$ cat config.mk
export PLATFORM = sky130hd
export DESIGN_NAME = cmcd_top
export DESIGN_NICKNAME = d
export VERILOG_FILES = /design/src/hw/cmcd_pkg.sv /design/src/hw/cmcd_ratio_decode.sv /design/src/hw/cmcd_sync.sv /design/src/hw/cmcd_top.sv
export VERILOG_INCLUDE_DIRS = /design/src /design/src/hw
export SDC_FILE = /design/constraint.sdc
export NUM_CORES = 1
export LEC_CHECK = 0
export BUFFER_PORTS_ARGS = -buffer_cell sky130_fd_sc_hd__buf_2
export CAP_MARGIN = 5
export CORE_MARGIN = 2
export CORE_UTILIZATION = 36
export DETAILED_ROUTE_END_ITERATION = 6
export PLACE_DENSITY = 0.71
export SLEW_MARGIN = 30
export SYNTH_ARGS = -nofsm -noshare
export SYNTH_HDL_FRONTEND = slang
export SYNTH_SLANG_ARGS = --single-unit
$ cat constraint.sdc
create_clock -name pclk -period 1.8 [get_ports pclk]
set_input_delay 0.18 -clock pclk [delete_from_list [all_inputs] [get_ports pclk]]
set_output_delay 0.18 -clock pclk [all_outputs]
set_load 0.01 [all_outputs]
$ cat src/hw/cmcd_params.svh
/*
 * Named constants of the clock mode configuration decoder: widths, register offsets,
 * register field positions and reset values.
 * Assumes it is included by its bare name from the package and the design modules.
 */
`ifndef CMCD_PARAMS_SVH
`define CMCD_PARAMS_SVH

`define CMCD_ADDR_W        12
`define CMCD_DATA_W        32
`define CMCD_RATIO_W       7
`define CMCD_RATIO_HI_W    4
`define CMCD_RATIO_LO_W    3
`define CMCD_FACT_W        5
`define CMCD_TEST_W        8

`define CMCD_OFF_STATUS    12'h000
`define CMCD_OFF_RATIO     12'h004
`define CMCD_OFF_EVENT     12'h008
`define CMCD_OFF_TEST      12'h00C

`define CMCD_ST_MODE_LSB   0
`define CMCD_ST_MODE_MSB   1
`define CMCD_ST_RANGE_BIT  2
`define CMCD_ST_VALID_BIT  3
`define CMCD_ST_UNSUP_BIT  4
`define CMCD_ST_INPOR_BIT  5

`define CMCD_RT_CODE_LSB   0
`define CMCD_RT_CODE_MSB   6
`define CMCD_RT_COMMS_LSB  8
`define CMCD_RT_COMMS_MSB  12
`define CMCD_RT_CORE_LSB   16
`define CMCD_RT_CORE_MSB   20

`define CMCD_EV_CHANGE_BIT 0

`define CMCD_TEST_RST      8'h00
`define CMCD_FACT_NONE     5'h00

`endif

$ cat src/hw/cmcd_pkg.sv
/*
 * Types shared by the clock mode configuration decoder: clocking modes, bridge
 * reference ranges, the strap bundle and the decoded configuration bundle.
 * Assumes cmcd_params.svh is on the include path.
 */
package cmcd_pkg;
	`include "cmcd_params.svh"

	// Gray along local, host, agent
	typedef enum logic [1:0] {
		CMCD_MODE_LOCAL = 2'h0,
		CMCD_MODE_HOST  = 2'h1,
		CMCD_MODE_AGENT = 2'h3
	} cmcd_mode_t;

	typedef enum logic {
		CMCD_RANGE_50_66 = 1'b0,
		CMCD_RANGE_25_50 = 1'b1
	} cmcd_range_t;

	typedef struct packed {
		logic                         bridge_clk_mode_select;
		logic                         host_agent_select;
		logic                         range_select;
		logic [`CMCD_RATIO_HI_W-1:0]  ratio_high;
		logic [`CMCD_RATIO_LO_W-1:0]  ratio_low;
	} cmcd_straps_t;

	// Factors are in half units: 5 means 2.5
	typedef struct packed {
		logic                         valid;
		logic                         unsupported;
		cmcd_mode_t                   mode;
		cmcd_range_t                  range;
		logic [`CMCD_RATIO_W-1:0]     ratio_code;
		logic [`CMCD_FACT_W-1:0]      comms_mult_halves;
		logic [`CMCD_FACT_W-1:0]      core_mult_halves;
	} cmcd_clk_cfg_t;
endpackage

$ cat src/hw/cmcd_ratio_decode.sv
/*
 * Ratio code lookup: maps mode and seven-bit code to comms and core factors.
 * Assumes a registered consumer; purely combinational.
 */
`include "cmcd_params.svh"
module cmcd_ratio_decode (
	input  cmcd_pkg::cmcd_mode_t         mode,
	input  wire logic [`CMCD_RATIO_W-1:0] code,
	output logic      [`CMCD_FACT_W-1:0]  comms_mult_halves,
	output logic      [`CMCD_FACT_W-1:0]  core_mult_halves,
	output logic                          unsupported
);
	import cmcd_pkg::*;

	logic [2*`CMCD_FACT_W-1:0] pair;

	always_comb begin
		pair = {`CMCD_FACT_NONE, `CMCD_FACT_NONE};
		case (code)
			7'h00: pair = {5'h06, 5'h08};
			7'h01: pair = {5'h06, 5'h0A};
			7'h02: pair = {5'h08, 5'h08};
			7'h03: pair = {5'h08, 5'h0A};
			7'h04: pair = {5'h04, 5'h05};
			7'h05: pair = {5'h04, 5'h06};
			7'h06: pair = {5'h05, 5'h05};
			7'h07: pair = {5'h05, 5'h06};
			7'h08: pair = {5'h04, 5'h08};
			7'h09: pair = {5'h04, 5'h0A};
			7'h0A: pair = {5'h04, 5'h0C};
			7'h0D: pair = {5'h06, 5'h08};
			7'h0E: pair = {5'h06, 5'h0A};
			7'h0F: pair = {5'h06, 5'h0C};
			7'h47: pair = {5'h06, 5'h0B};
			7'h12: pair = {5'h08, 5'h08};
			7'h13: pair = {5'h08, 5'h0A};
			7'h14: pair = {5'h08, 5'h0C};
			7'h15: pair = {5'h08, 5'h0E};
			7'h16: pair = {5'h08, 5'h10};
			7'h18: pair = {5'h0A, 5'h0A};
			7'h19: pair = {5'h0A, 5'h0C};
			7'h1A: pair = {5'h0A, 5'h0E};
			7'h1B: pair = {5'h0A, 5'h10};
			7'h1E: pair = {5'h0C, 5'h0C};
			7'h1F: pair = {5'h0C, 5'h0E};
			7'h20: pair = {5'h0C, 5'h10};
			7'h2D: pair = {5'h04, 5'h04};
			7'h2E: pair = {5'h04, 5'h05};
			7'h2F: pair = {5'h04, 5'h06};
			7'h30: pair = {5'h04, 5'h07};
			7'h31: pair = {5'h04, 5'h08};
			7'h32: pair = {5'h04, 5'h09};
			default: pair = {`CMCD_FACT_NONE, `CMCD_FACT_NONE};
		endcase
		// Bridge-mode tables are not held here, so those modes never program factors
		if (mode != CMCD_MODE_LOCAL) begin
			pair = {`CMCD_FACT_NONE, `CMCD_FACT_NONE};
		end
	end

	assign comms_mult_halves = pair[2*`CMCD_FACT_W-1:`CMCD_FACT_W];
	assign core_mult_halves  = pair[`CMCD_FACT_W-1:0];
	assign unsupported       = (pair[`CMCD_FACT_W-1:0] == `CMCD_FACT_NONE);
endmodule

$ cat src/hw/cmcd_sync.sv
/*
 * Two-flop synchroniser for a bundle of independent slow levels.
 * Assumes each bit is a quasi-static level; bits are not kept coherent with each other.
 */
module cmcd_sync #(
	parameter int W = 1
) (
	input  wire logic         clk,
	input  wire logic         rst_n,
	input  wire logic [W-1:0] d,
	output logic      [W-1:0] q
);
	import cmcd_pkg::*;

	logic [W-1:0] meta_reg;

	always_ff @(posedge clk or negedge rst_n) begin
		if (!rst_n) begin
			meta_reg <= '0;
			q        <= '0;
		end else begin
			meta_reg <= d;
			q        <= meta_reg;
		end
	end
endmodule

$ cat src/hw/cmcd_top.sv
/*
 * Clock mode configuration decoder: captures board straps at power-on reset release,
 * decodes clocking mode, bridge range and, in local mode only, ratio factors for the PLLs and dividers,
 * and exposes them over an APB slave with a strap-change flag and a test register.
 * Assumes the strap pins and power-on reset pin are asynchronous to pclk and that
 * presetn is asserted at least once before the first power-on reset release.
 */
// Added by the designer: the APB slave port and the register addresses.
`include "cmcd_params.svh"
module cmcd_top (
	input  wire logic                       pclk,
	input  wire logic                       presetn,
	input  wire logic                       psel,
	input  wire logic                       penable,
	input  wire logic                       pwrite,
	input  wire logic [`CMCD_ADDR_W-1:0]    paddr,
	input  wire logic [`CMCD_DATA_W-1:0]    pwdata,
	output logic      [`CMCD_DATA_W-1:0]    prdata,
	output logic                            pready,
	output logic                            pslverr,
	input  wire logic                       power_on_reset_input_n,
	input  wire logic                       bridge_clk_mode_select,
	input  wire logic                       host_agent_select,
	input  wire logic                       bridge_clock_range_select,
	input  wire logic [`CMCD_RATIO_LO_W-1:0] ratio_strap_pins,
	input  wire logic [`CMCD_RATIO_HI_W-1:0] ratio_code_high_bits,
	input  wire logic                       jtag_trst_n,
	output cmcd_pkg::cmcd_clk_cfg_t         clk_cfg,
	output logic      [`CMCD_TEST_W-1:0]    test_data
);
	import cmcd_pkg::*;

	cmcd_straps_t                straps_raw;
	cmcd_straps_t                straps_s;
	cmcd_straps_t                straps_cap_reg;
	logic                        por_s;
	logic                        por_prev_reg;
	logic                        por_release;
	cmcd_mode_t                  mode_next;
	logic [`CMCD_RATIO_W-1:0]    code_next;
	logic [`CMCD_FACT_W-1:0]     comms_next;
	logic [`CMCD_FACT_W-1:0]     core_next;
	logic                        unsup_next;
	cmcd_clk_cfg_t               cfg_reg;
	logic                        strap_changed_reg;
	logic                        change_clear;
	logic [`CMCD_TEST_W-1:0]     test_data_reg;
	logic                        test_rst_n;
	logic                        setup_phase;
	logic                        access_wr;
	logic [`CMCD_DATA_W-1:0]     rd_data;
	logic                        rd_err;
	logic [`CMCD_DATA_W-1:0]     prdata_reg;
	logic                        slverr_reg;

	assign straps_raw.bridge_clk_mode_select = bridge_clk_mode_select;
	assign straps_raw.host_agent_select      = host_agent_select;
	assign straps_raw.range_select           = bridge_clock_range_select;
	assign straps_raw.ratio_high             = ratio_code_high_bits;
	assign straps_raw.ratio_low              = ratio_strap_pins;

	// Pins are asynchronous to pclk
	cmcd_sync #(
		.W ($bits(cmcd_straps_t))
	) u_strap_sync (
		.clk   (pclk),
		.rst_n (presetn),
		.d     (straps_raw),
		.q     (straps_s)
	);

	cmcd_sync #(
		.W (1)
	) u_por_sync (
		.clk   (pclk),
		.rst_n (presetn),
		.d     (power_on_reset_input_n),
		.q     (por_s)
	);

	always_ff @(posedge pclk or negedge presetn) begin
		if (!presetn) begin
			por_prev_reg <= 1'b0;
		end else begin
			por_prev_reg <= por_s;
		end
	end

	assign por_release = por_s & ~por_prev_reg;

	always_comb begin
		if (straps_s.bridge_clk_mode_select) begin
			mode_next = CMCD_MODE_LOCAL;
		end else if (straps_s.host_agent_select) begin
			mode_next = CMCD_MODE_AGENT;
		end else begin
			mode_next = CMCD_MODE_HOST;
		end
	end

	assign code_next = {straps_s.ratio_high, straps_s.ratio_low};

	cmcd_ratio_decode u_decode (
		.mode              (mode_next),
		.code              (code_next),
		.comms_mult_halves (comms_next),
		.core_mult_halves  (core_next),
		.unsupported       (unsup_next)
	);

	always_ff @(posedge pclk or negedge presetn) begin
		if (!presetn) begin
			cfg_reg <= '0;
		end else if (!por_s) begin
			cfg_reg.valid <= 1'b0;
		end else if (por_release) begin
			cfg_reg.valid             <= 1'b1;
			cfg_reg.unsupported       <= unsup_next;
			cfg_reg.mode              <= mode_next;
			cfg_reg.range             <= cmcd_range_t'(straps_s.range_select);
			cfg_reg.ratio_code        <= code_next;
			cfg_reg.comms_mult_halves <= comms_next;
			cfg_reg.core_mult_halves  <= core_next;
		end
	end

	always_ff @(posedge pclk or negedge presetn) begin
		if (!presetn) begin
			straps_cap_reg <= '0;
		end else if (por_release) begin
			straps_cap_reg <= straps_s;
		end
	end

	assign clk_cfg = cfg_reg;

	// Strap moves after capture are only reported; a new set beats a clear
	always_ff @(posedge pclk or negedge presetn) begin
		if (!presetn) begin
			strap_changed_reg <= 1'b0;
		end else if (!por_s) begin
			strap_changed_reg <= 1'b0;
		end else if (cfg_reg.valid && (straps_s != straps_cap_reg)) begin
			strap_changed_reg <= 1'b1;
		end else if (change_clear) begin
			strap_changed_reg <= 1'b0;
		end
	end

	assign test_rst_n = presetn & jtag_trst_n;

	always_ff @(posedge pclk or negedge test_rst_n) begin
		if (!test_rst_n) begin
			test_data_reg <= `CMCD_TEST_RST;
		end else if (access_wr && (paddr == `CMCD_OFF_TEST)) begin
			test_data_reg <= pwdata[`CMCD_TEST_W-1:0];
		end
	end

	assign test_data = test_data_reg;

	assign setup_phase  = psel & ~penable;
	assign access_wr    = psel & penable & pwrite;
	assign change_clear = access_wr && (paddr == `CMCD_OFF_EVENT) && pwdata[`CMCD_EV_CHANGE_BIT];

	always_comb begin
		rd_data = '0;
		rd_err  = 1'b0;
		case (paddr)
			`CMCD_OFF_STATUS: begin
				rd_data[`CMCD_ST_MODE_MSB:`CMCD_ST_MODE_LSB] = cfg_reg.mode;
				rd_data[`CMCD_ST_RANGE_BIT]                  = cfg_reg.range;
				rd_data[`CMCD_ST_VALID_BIT]                  = cfg_reg.valid;
				rd_data[`CMCD_ST_UNSUP_BIT]                  = cfg_reg.unsupported;
				rd_data[`CMCD_ST_INPOR_BIT]                  = ~por_s;
			end
			`CMCD_OFF_RATIO: begin
				rd_data[`CMCD_RT_CODE_MSB:`CMCD_RT_CODE_LSB]   = cfg_reg.ratio_code;
				rd_data[`CMCD_RT_COMMS_MSB:`CMCD_RT_COMMS_LSB] = cfg_reg.comms_mult_halves;
				rd_data[`CMCD_RT_CORE_MSB:`CMCD_RT_CORE_LSB]   = cfg_reg.core_mult_halves;
			end
			`CMCD_OFF_EVENT: begin
				rd_data[`CMCD_EV_CHANGE_BIT] = strap_changed_reg;
			end
			`CMCD_OFF_TEST: begin
				rd_data[`CMCD_TEST_W-1:0] = test_data_reg;
			end
			default: begin
				rd_err = 1'b1;
			end
		endcase
	end

	// Read data is sampled in setup so prdata comes straight from a flop
	always_ff @(posedge pclk or negedge presetn) begin
		if (!presetn) begin
			prdata_reg <= '0;
			slverr_reg <= 1'b0;
		end else if (setup_phase) begin
			prdata_reg <= pwrite ? '0 : rd_data;
			slverr_reg <= rd_err;
		end
	end

	assign prdata  = prdata_reg;
	assign pready  = 1'b1;
	assign pslverr = slverr_reg & psel & penable;
endmodule

# Word-level counts from Yosys, hierarchy flattened
# Memory sizes are Yosys's and may differ from the RTL's.
# Cells that the tools add are included.
[totals]
rom_bits = 1152
output_inout_bits = 64
ramBits = 0
mem_count = 1
register_bits = 97
latchBits = 0
[classes]
n_bitwise = 10
multipliers = 0
n_reduce_logical = 9
eq_ne = 6
add_sub_neg = 0
n_lt_le_gt_ge = 0
muxes = 16
shift = 0
n_div = 0
[memory_table]
columns = ["name", "depth", "width", "rd", "rd_ports_with_merged_regs", "wr", "line_no", "source"]
rows = [
  ["(no name shown)", 128, 9, 1, 0, 0, "cmcd_ratio_decode.sv:19", "case (code)"],
]
[op_table]
columns = ["op", "count"]
rows = [
  ["12-bit by 4-bit == test with 1-bit output (second input constant)", 2],
  ["22-bit 2-to-1 mux", 1],
  ["21-bit 2-to-1 mux", 1],
  ["5-bit case mux with 3 select lines", 1],
  ["12-bit by 3-bit == test with 1-bit output (second input constant)", 1],
  ["12-bit logical NOT", 1],
  ["10-bit 2-to-1 mux", 1],
  ["5-bit 2-to-1 mux", 2],
  ["10-bit inequality test", 1],
  ["1-bit AND", 7],
  ["1-bit 2-to-1 mux", 6],
  ["5-bit logical NOT", 1],
  ["1-bit logical AND", 4],
  ["2-bit 2-to-1 mux", 2],
  ["1-bit case mux with 4 select lines", 1],
  ["4-bit OR reduction", 1],
  ["3-bit inequality test (second input constant)", 1],
  ["1-bit NOT", 3],
  ["2-bit inequality test (second input constant)", 1],
  ["1-bit case mux with 2 select lines", 1],
  ["2-bit AND reduction", 1],
  ["2-bit nonzero test", 1],
]

# Longest topological paths before layout
# Gate-level depths: netlist of the first run.
[depth]
word_depth = 7
depth_mapped = 7
ltp_nobuf = 7

# By module
# Synthesis of the first run repeated with hierarchy kept, for this count alone.
[hier_totals]
cells_unflattened = 331
area_unflattened_um2 = 3822.4
[modules_own_cells]
columns = ["mod", "seq_area_each_um2", "cells_per_inst", "area_each_um2", "instances"]
rows = [
  ["cmcd_top", 1326.3, 198, 2502.4, 1],
  ["cmcd_ratio_decode", 0.0, 111, 769.5, 1],
  ["cmcd_sync (u_strap_sync)", 500.5, 20, 500.5, 1],
  ["cmcd_sync (u_por_sync)", 50.0, 2, 50.0, 1],
]

# Worst setup path after synthesis of the first run
# Ideal clock, no wire load.
[synth_path]
path_kind = "register -> register"
start = "reg u_strap_sync.q[1]"
end = "reg cfg_reg (netlist bit clk_cfg[20])"
period_less_slack_ns = 1.934
path_slack_ns = -0.134
stages_incl_launch_ff = 8
setup_time_ns = 0.095
t_arrival_ns = 1.839
n_path_buf = 0
cell_sequence = "dfrtp_1 -> inv_1 -> ha_1 -> nor2b_1 -> a311o_1 -> a32oi_1 -> nor2_1 -> o31ai_1"
[synth_via]
elab_chain_cells = 3
[synth_rtl]
columns = ["item", "line_no", "source"]
rows = [
  ["from (decl)", "cmcd_sync.sv:11", "output logic [W-1:0] q"],
  ["from (signal assigned)", "cmcd_sync.sv:23", "q <= meta_reg;"],
  ["memory read 128 x 9 bit", "--", ""],
  ["10-bit 2-to-1 mux", "cmcd_ratio_decode.sv:56", "if (mode != CMCD_MODE_LOCAL) begin"],
  ["5-bit logical NOT (no source line)", "--", ""],
  ["to (decl)", "cmcd_top.sv:44", "cmcd_clk_cfg_t cfg_reg;"],
]
# Every way passes these cells.
# A chain may end at the register's enable or synchronous reset.

# Final worst setup path of the first run
# Ends and elaborated chain as after synthesis.

==> results of run 1 <==
-- timing repair --
action,in CTS,in global routing
hold endpoints to repair,45,0
pin swaps,4,0
resized for setup,16,10
setup endpoints to repair,4,6
hold buffers,13,0
setup buffers,2,3
-- cells in the final DEF (no fill, tap or decap), types with 4 or more instances in the layout --
cell and n:
clkbuf_8 11, mux2_2 7, inv_1 6, o31ai_1 5, nor2_1 14, conb_1 17, nand4_1 5, o21ai_0 21
nor2b_1 7, nand2_1 27, mux2_4 7, nand3_1 8, dlygate4sd3_1 13, dfrtp_1 69, ha_1 8, buf_2 84
xnor2_1 8, buf_4 39, nand2b_1 5, a22o_1 14, a21oi_1 5, dfrtp_2 4, mux2i_1 8
-- logic make-up (layout without fill, tap and decap cells) --
logic type      count (synthesis)  after routing  synth area share
simple gates                   90             90            0.1319
fa+ha+maj                      11             11           0.03788
xor+xnor                       10             10           0.02411
other cells                     2             17          0.002067
flops                          73             73            0.5028
mux                            23             23           0.07886
compound gates                 71             71            0.1381
buf+inv                        53            163           0.08437
-- worst max-delay path, stage by stage, from the launching register on --
cell and delay (ps):
dfrtp_2 460, inv_4 100, ha_1 230, nor2b_1 130
a311o_1 300, a32oi_2 230, nor2_1 60, o31ai_1 220
-- how the worst min path moves through the flow --
| stage | end | depth (start not counted) | slack [ps] | start |
|---|---|---|---|---|
| 3_5_place_dp | por_prev_reg | 1 | 30 | presetn |
| 3_3_place_gp | por_prev_reg | 1 | 30 | presetn |
| 6_report | test_data[6] | 2 | 60 | pwdata[6] |
| 5_1_grt | test_data[5] | 2 | 40 | pwdata[5] |
| 2_1_floorplan | clk_cfg[0] | 0 | -120 | presetn |
| 4_1_cts | test_data[5] | 2 | 40 | pwdata[5] |
-- routing by layer --
| layer | track usage | share of wire | up-vias |
|---|---|---|---|
| met3 | 0.04010 | 0.060 | 19 |
| li1 | - | - | 1384 |
| met2 | 0.2605 | 0.46 | 112 |
| met4 | 0.07819 | 0.023 | 0 |
| met1 | 0.2174 | 0.45 | 1443 |
| met5 | 0 | 0 | - |
-- metrics by stage --
step	setup slack, ps	hold slack, ps	power [mW]
2_1_floorplan	1.000	-115.6	2.165
3_3_place_gp	-96.47	29.48	2.352
3_5_place_dp	-106.0	32.67	2.365
4_1_cts	-1.899	38.26	3.766
5_1_grt	-122.3	44.02	3.929
6_report	-18.64	56.63	3.729
-- final cells by class --
type                    count  area [sq um]
flip-flops and latches     73          1832
inverters                   9         36.28
fillers                   901          4986
clock inverters             4         51.30
repair buffers            138         874.6
well taps                 133         166.4
multi-input cells         222          1673
clock buffers              12         155.1
-- power groups by stage --
stage	clock (mW)	combinational (mW)	sequential, mW
6_report	1.33	0.570	1.82
3_3_place_gp	0	0.501	1.85
2_1_floorplan	0	0.338	1.83
5_1_grt	1.46	0.632	1.84
3_5_place_dp	0	0.511	1.85
4_1_cts	1.39	0.553	1.82
==> reports/results.ini, run 1 <==
[final_layout]
n_antenna_cell=0
syn_to_final_growth_pct=31.78
fin_nets=525
final_area_sq_um=4788
final_layout_size_suffix_gt1_frac=0.3930
largest_reg_flops=21
fin_util=0.4899
fin_cells=591

[critical_path]
reg2reg_from=u_strap_sync.q[1]
cp_max_fo=5
endpoint_kind=flop
cp.required_ps=2060
startpoint=u_strap_sync.q[1]
endpoint=clk_cfg[20]
cp_data_arrival_time_ps=2080
r2r-end=clk_cfg[20]
critPathLaunchType=flop
crit_type=reg2reg
r2r_slack_ps=-20
r2r_cells=7

[synthesis]
syn_avg_cell_area_sq_um=10.91
yosys_warnings=0
ys_async_sr_fraction=1.000
yosysUniqueCellTypes=52
synth.most_common_cell=dfrtp_1
synth.top_cells.by_count=dfrtp_1 (73), nand2_1 (27), buf_4 (26)
synth-seq-cells=73
synth_edf_count=0
synthCells=333
synth_area_leaders=dfrtp_1 (50%), buf_4 (5.4%), ha_1 (3.8%)
synth.yosys.seq_area_share=0.5028
synthFlopType=dfrtp_1
syn-cell-area_sq_um=3633
yosys.area.top_type=dfrtp_1
netlist.area_leader.share=0.5028

[placement]
portBuffers=83
gp_congestion=0.8855
dpl.cell_count=557
place_hpwl_um=6413
place_area_sq_um=4293

[route]
drt-initial-drc-count=154
routed_wl_um=8894
wl_per_cell_um=15.05
avgViaCountPerCell=5.005
drc=0
vias=2958
ant_nets=0
drt-pass1-iter-count=4

[sta]
grt_setup_unrepaired=yes
postLayoutSetupSlackWorst_ps=-18.64
fmax_mhz=549.9
tightest_slew_ps=504.2
hold_viol_final=0
finClkSkew_ps=10.89
period_share=1.010
fin_crit_ps=1819
tns_ps=-18.64
setup_viol=1
slew_headroom=0.6639
drv_slew=0

[floorplanning]
start_util=0.3717
die_h_um=104.5
die_area_sq_um=10910
core_sq_um=9774
ios=125
die_w_um=104.5
row_count=36

[cts]
cts_tree=yes
clockRootBuffer=clkbuf_8
htree_levels=3
numCtsBuffers=9
clock_latency_ps=350
clkTransAtPathRegs_ps=80
cts.sinks=73
cts_max_path_buffers=2

[power]
p_per_area_nw_per_um2=778.8
p_sw_frac=0.2720
p_comb_frac=0.153
clockPowerShare=0.358
p_sw_mw=1.014
p_int_mw=2.715
power_frac_seq=0.489
leakagePower_nw=2.342
vdd_drop_max_mv=0.3265

[global_routing]
grt_pass1_vias=2851
grt_use_total=0.1666
antenna_found_initial=0
grt.overflow.total=0
grt_pass1_wl_um=14430
grt_max_degree=40

[outcome]
status=finished with violations
violations=negative setup slack

[job]
cap_violations=0

[min_path]
hp-class=in2reg

Note: power is estimated with default switching activity, not from simulation.
==> run 2: changes to the inputs <==
Settings changed: CORE_UTILIZATION 36 to 30, PLACE_DENSITY 0.71 to 0.62, RECOVER_POWER set to 100.
==> run 2 against run 1 <==
Clock skew down 2.2 ps. First-iteration DRC count down 5.8%. Sequential cell count unchanged. The flow still finishes with violations (negative setup slack).
==> reports/results.ini, run 2 (synthesis results as in run 1) <==
[final_layout]
largest_reg_flops=21  ; unchanged
final_common_cell=dfrtp_1  ; was buf_2
num-fill-cells=1182  ; was 901
fin_nets=531  ; was 525
syn_to_final_growth_pct=32.82  ; was 31.78%
mostFrequentLayoutCells=dfrtp_1 (70), clkbuf_1 (55), buf_4 (38)  ; was buf_2 (84), dfrtp_1 (69), buf_4 (39)
final_layout_size_suffix_gt1_frac=0.2700  ; was 0.3930
final_area_sq_um=4826  ; was 4788 sq um
n_antenna_cell=0  ; unchanged

[sta]
setup_viol=2  ; was 1
hold_viol_final=0  ; unchanged
finClkSkew_ps=8.664  ; was 10.89 ps
fmax_mhz=540.6  ; was 549.9 MHz
slew_headroom=0.2924  ; was 0.6639
postLayoutSetupSlackWorst_ps=-49.70  ; was -18.64 ps
fin_crit_ps=1850  ; was 1819 ps
tightest_slew_ps=1061  ; was 504.2 ps
hold_slack_ps=55.90  ; was 56.63 ps
grt_setup_unrepaired=yes  ; unchanged
period_share=1.028  ; was 1.010
drv_slew=0  ; unchanged

[cts]
numCtsBuffers=9  ; unchanged
cts.sinks=73  ; unchanged
clockRootBuffer=clkbuf_16  ; was clkbuf_8
clock_latency_ps=330  ; was 350 ps
htree_levels=3  ; unchanged
cts_max_path_buffers=2  ; unchanged
clkTransAtPathRegs_ps=60  ; was 80 ps
cts_tree=yes  ; unchanged

[power]
p_sw_mw=1.115  ; was 1.014 mW
clockPowerShare=0.428  ; was 0.358
p_per_area_nw_per_um2=864.4  ; was 778.8 nW/um^2
p_int_mw=3.056  ; was 2.715 mW
leakagePower_nw=2.153  ; was 2.342 nW
p_comb_frac=0.135  ; was 0.153
vdd_drop_max_mv=0.4472  ; was 0.3265 mV
power_frac_seq=0.437  ; was 0.489
p_sw_frac=0.2674  ; was 0.2720

[route]
routed_wl_um=9166  ; was 8894 um
drt-pass1-iter-count=4  ; unchanged
ant_nets=0  ; unchanged
vias=2808  ; was 2958
drt-initial-drc-count=145  ; was 154
wl_per_cell_um=15.03  ; was 15.05 um
avgViaCountPerCell=4.603  ; was 5.005
drc=0  ; unchanged

[critical_path]
crit_type=reg2reg  ; unchanged
slowest_stage=dfrtp_2  ; unchanged
cp_max_fo=5  ; unchanged
crit_chain=inv_2 > ha_2 > buf_4 > nor2_2 > o32ai_4 > a221oi_2 > o21bai_1 > o31ai_1  ; was inv_4 > ha_1 > nor2b_1 > a311o_1 > a32oi_2 > nor2_1 > o31ai_1
critPathLaunchType=flop  ; unchanged
r2r-end=clk_cfg[20]  ; unchanged
r2r_cells=8  ; was 7
r2r_slack_ps=-50  ; was -20 ps
max_stage_delay_ps=430  ; was 460 ps
cp_data_arrival_time_ps=2090  ; was 2080 ps
endpoint_kind=flop  ; unchanged
cp.required_ps=2040  ; was 2060 ps
reg2reg_from=u_strap_sync.q[0]  ; was u_strap_sync.q[1]

[floorplanning]
die_w_um=114.1  ; was 104.5 um
row_count=40  ; was 36
die_h_um=114.1  ; was 104.5 um
die_area_sq_um=13010  ; was 10910 sq um
start_util=0.3050  ; was 0.3717
ios=125  ; unchanged
core_sq_um=11910  ; was 9774 sq um

[min_path]
holdPathEnd=test_data[4]  ; was test_data[6]
hp-start=pwdata[4]  ; was pwdata[6]
hp-class=in2reg  ; unchanged
hold_depth=2  ; unchanged

[job]
cap_violations=0  ; unchanged

[placement]
gp_congestion=0.8171  ; was 0.8855
portBuffers=83  ; unchanged
place_hpwl_um=6933  ; was 6413 um
place_area_sq_um=4383  ; was 4293 sq um

[global_routing]
grt_pass1_vias=2761  ; was 2851
grt_max_degree=40  ; unchanged
grt.overflow.total=0  ; unchanged
grt_use_total=0.1420  ; was 0.1666
antenna_found_initial=0  ; unchanged
grt_pass1_wl_um=14500  ; was 14430 um

[outcome]
status=finished with violations  ; unchanged
violations=negative setup slack  ; unchanged

-- run 2: cell types whose count changed in the layout (fill, tap and decap cells not counted), sizes merged --
| cell | previous run | this run |
|---|---|---|
| buf | 125 | 74 |
| clkinvlp | 1 | 3 |
| clkbuf | 12 | 66 |
-- run 2: how the worst max path moves through the flow --
| stage | end | from | slack (ps) | cells after the start |
|---|---|---|---|---|
| final | clk_cfg[20] | u_strap_sync.q[0] | -50 | 8 |
| after floorplan | clk_cfg[20] | u_strap_sync.q[1] | 1 | 7 |
| after global routing | clk_cfg[20] | u_strap_sync.q[1] | -130 | 7 |
| after global placement | clk_cfg[7] | u_strap_sync.q[1] | -200 | 7 |
| after detailed placement | clk_cfg[7] | u_strap_sync.q[1] | -150 | 7 |
| after CTS | clk_cfg[20] | u_strap_sync.q[1] | -30 | 7 |
-- run 2: routing by layer --
layer,vias to the layer above,GRT usage,part of all wire
li1,1400,-,-
met2,82,0.2270,0.46
met3,12,0.03335,0.056
met1,1314,0.1912,0.47
met4,0,0.04634,0.013
met5,-,0,0
-- run 2: worst max-delay path: cells and delay by family, from the launching register on --
kind | cells | cell delay (ps)
adders and majority gates | 1 | 210
AOI/OAI and AO/OA | 4 | 730
DFF | 1 | 430
and+or+nand+nor | 1 | 160
buffers and inverters | 2 | 240
-- run 2: stage by stage --
step	utilization	worst slack [ps]	TNS [ps]	instances	power (mW)
floorplan	-	1.000	0	348	2.165
global placement	0.3680	-204.4	-402.0	579	2.380
detailed placement	0.3680	-152.3	-435.7	579	2.386
CTS	0.4132	-32.65	-45.27	610	4.221
global route	0.4051	-128.2	-3606	610	4.341
finish	0.4051	-49.70	-52.76	610	4.171
-- run 2: what timing repair did --
action | CTS | global route
cloned | 0 | 0
hold endpoints to repair | 35 | 0
endpoints found under the setup margin | 4 | 7
hold buffers | 13 | 0
pin swaps | 9 | 3
gates resized for setup | 18 | 9
setup buffers | 3 | 0
-- run 2: area by class of cell --
class                           instances  area, sq um  share of cell area
Sequential cell                        73         1831              0.3793
Multi-Input combinational cell        222         1647              0.3412
Timing Repair Buffer                  144        833.3              0.1727
Clock buffer                            9        225.2             0.04667
Tap cell                              147        183.9             0.03811
Clock inverter                          6        70.07             0.01452
Inverter                                9        36.28            0.007519
-- run 2: power by group through the flow --
stage	clock network (mW)	registers [mW]	logic, mW
after floorplan	0	1.83	0.338
after global placement	0	1.85	0.533
after detailed placement	0	1.85	0.536
after CTS	1.82	1.82	0.582
after global routing	1.88	1.84	0.626
final	1.79	1.82	0.563
==> run 3: changes to the inputs <==
Settings changed: PLACE_DENSITY 0.62 to 0.6.
Clock period 1.8 ns to 2.2 ns, I/O delays scaled along.
==> run 3 against run 2 <==
The flow now finishes without violations. First-iteration DRC count rose by 55%. Register-to-register slack improved by 230 ps. Non-clock buffer count fell by 27. Die area did not move. Setup slack improved by 230 ps. Utilization fell by 2.9 points. Fmax fell by 8.6%. Sequential power fell by 18%. Clock power fell by 26%. Clock-buffer cell count rose by 1. Wire length fell by 4.7%. Global-route usage fell by 0.44 points. Largest power group unchanged.
==> reports/results.ini, run 3 (synthesis results as in run 1) <==
[floorplanning]
die_w_um=114.1  ; unchanged
die_area_sq_um=13010  ; unchanged
ios=125  ; unchanged
die_h_um=114.1  ; unchanged
start_util=0.3050  ; unchanged
row_count=40  ; unchanged
core_sq_um=11910  ; unchanged

[power]
p_per_area_nw_per_um2=720.5  ; was 864.4 nW/um^2
vdd_drop_max_mv=0.3151  ; was 0.4472 mV
leakagePower_nw=2.030  ; was 2.153 nW

[route]
drc=0  ; unchanged
wl_met2_um=3883  ; was 4218 um
drt-pass1-iter-count=4  ; unchanged
highest_layer=met4  ; unchanged
routed_wl_um=8733  ; was 9166 um
wl_per_cell_um=14.95  ; was 15.03 um
vias=2767  ; was 2808
wl_met1_um=4123  ; was 4319 um
wl_met3_um=570  ; was 509 um
ant_nets=0  ; unchanged
avgViaCountPerCell=4.738  ; was 4.603
drt-initial-drc-count=225  ; was 145

[global_routing]
antenna_found_initial=0  ; unchanged
grt_pass1_vias=2765  ; was 2761
grt.overflow.total=0  ; unchanged
grt_use_total=0.1376  ; was 0.1420
grt_max_degree=66  ; was 40
grt_pass1_wl_um=14080  ; was 14500 um

[critical_path]
slowest_stage=dfrtp_1  ; was dfrtp_2
crit_buf_inv=1  ; was 2
reg2reg_from=u_strap_sync.q[1]  ; was u_strap_sync.q[0]
crit_type=reg2reg  ; unchanged
crit_chain=buf_4 > ha_1 > mux2_2 > and3_1 > nor4_2 > o311ai_1 > o31ai_1  ; was inv_2 > ha_2 > buf_4 > nor2_2 > o32ai_4 > a221oi_2 > o21bai_1 > o31ai_1
endpoint_kind=flop  ; unchanged
cpLargestDelayFamily=simple AND/OR/NAND/NOR gates  ; was compound AO/OA/AOI/OAI gates
cp_max_fo=7  ; was 5
cp.required_ps=2430  ; was 2040 ps
max_stage_delay_ps=410  ; was 430 ps
cp_data_arrival_time_ps=2260  ; was 2090 ps
critPathLaunchType=flop  ; unchanged
startpoint=u_strap_sync.q[1]  ; was u_strap_sync.q[0]

[sta]
hold_viol_final=0  ; unchanged
period_share=0.9203  ; was 1.028
tightest_slew_ps=1401  ; was 1061 ps
fmax_mhz=493.9  ; was 540.6 MHz
grt_setup_unrepaired=no  ; was yes
fin_crit_ps=2025  ; was 1850 ps
setup_viol=0  ; was 2
tns_ps=0  ; was -52.76 ps
slew_headroom=0.06593  ; was 0.2924
drv_slew=0  ; unchanged
postLayoutSetupSlackWorst_ps=175.4  ; was -49.70 ps
finClkSkew_ps=10.57  ; was 8.664 ps

[cts]
numCtsBuffers=9  ; unchanged
cts_tree=yes  ; unchanged
htree_levels=3  ; unchanged
cts_max_path_buffers=2  ; unchanged
cts.sinks=73  ; unchanged
cts_hold_buffers=14  ; was 13
clockRootBuffer=clkbuf_16  ; unchanged
cts_resized=0  ; was 18
clock_latency_ps=330  ; about the same
clkTransAtPathRegs_ps=60  ; about the same
post_cts_buffers=0  ; was 3

[final_layout]
final_common_cell=dfrtp_1  ; unchanged
final_layout_size_suffix_gt1_frac=0.1785  ; was 0.2700
n_antenna_cell=0  ; unchanged
fin_nets=504  ; was 531
largest_reg_flops=21  ; unchanged
fin_cells=584  ; was 610
fin_util=0.3759  ; was 0.4051
mostFrequentLayoutCells=dfrtp_1 (73), clkbuf_1 (52), buf_2 (36)  ; was dfrtp_1 (70), clkbuf_1 (55), buf_4 (38)
syn_to_final_growth_pct=23.24  ; was 32.82%
num-fill-cells=1233  ; was 1182

[job]
cap_violations=0  ; unchanged

[placement]
gp_congestion=0.8033  ; was 0.8171
dpl.cell_count=554  ; was 579
place_hpwl_um=6415  ; was 6933 um
place_ws_ps=169.5  ; was -152.3 ps
portBuffers=83  ; unchanged

[min_path]
hp-start=pwdata[2]  ; was pwdata[4]
hp-class=in2reg  ; unchanged

[outcome]
status=completed  ; was finished with violations

-- run 3: final timing paths --
path	end	slack, ps	depth (start not counted)
worst min register to register	u_strap_sync.q[8]	350	0
worst max register to register	clk_cfg[20]	180	7
max in group asynchronous	prdata[9]	460	3
worst max-delay path	clk_cfg[20]	180	7
min in group asynchronous	u_strap_sync.meta_reg[9]	890	3
worst min-delay path	test_data[2]	100	2
-- run 3: per-layer routing --
layer / vias to the layer above / GRT usage
li1: 1349 / -
met3: 14 / 0.03176
met2: 94 / 0.2091
met4: 0 / 0.05610
met1: 1310 / 0.1902
met5: - / 0
-- run 3: power breakdown --
group / total [mW] / internal [mW] / switching [mW] / leakage (nW)
sequential: 1.49 / 1.41 / 0.0760 / 0.933
clock: 1.33 / 0.767 / 0.568 / 0.133
combinational: 0.403 / 0.176 / 0.226 / 0.964
total: 3.23 / 2.36 / 0.871 / 2.03
-- run 3: final cells by class --
| type | count | area (sq um) | area share |
|---|---|---|---|
| inverters | 9 | 33.78 | 0.007544 |
| well taps | 147 | 183.9 | 0.04107 |
| flip-flops and latches | 73 | 1827 | 0.4079 |
| multi-input cells | 222 | 1519 | 0.3392 |
| clock inverters | 6 | 43.79 | 0.009779 |
| clock buffers | 10 | 229.0 | 0.05113 |
| repair buffers | 117 | 641.9 | 0.1433 |
-- run 3: metrics by stage --
step / total power [mW] / cell area, sq um / hold slack [ps]
6_report: 3.226 / 4478 / 95.01
5_1_grt: 3.385 / 4478 / 87.80
4_1_cts: 3.287 / 4604 / 107.1
3_5_place_dp: 1.920 / 4192 / 246.3
3_3_place_gp: 1.915 / 4192 / 231.3
2_1_floorplan: 1.770 / 3690 / -75.59
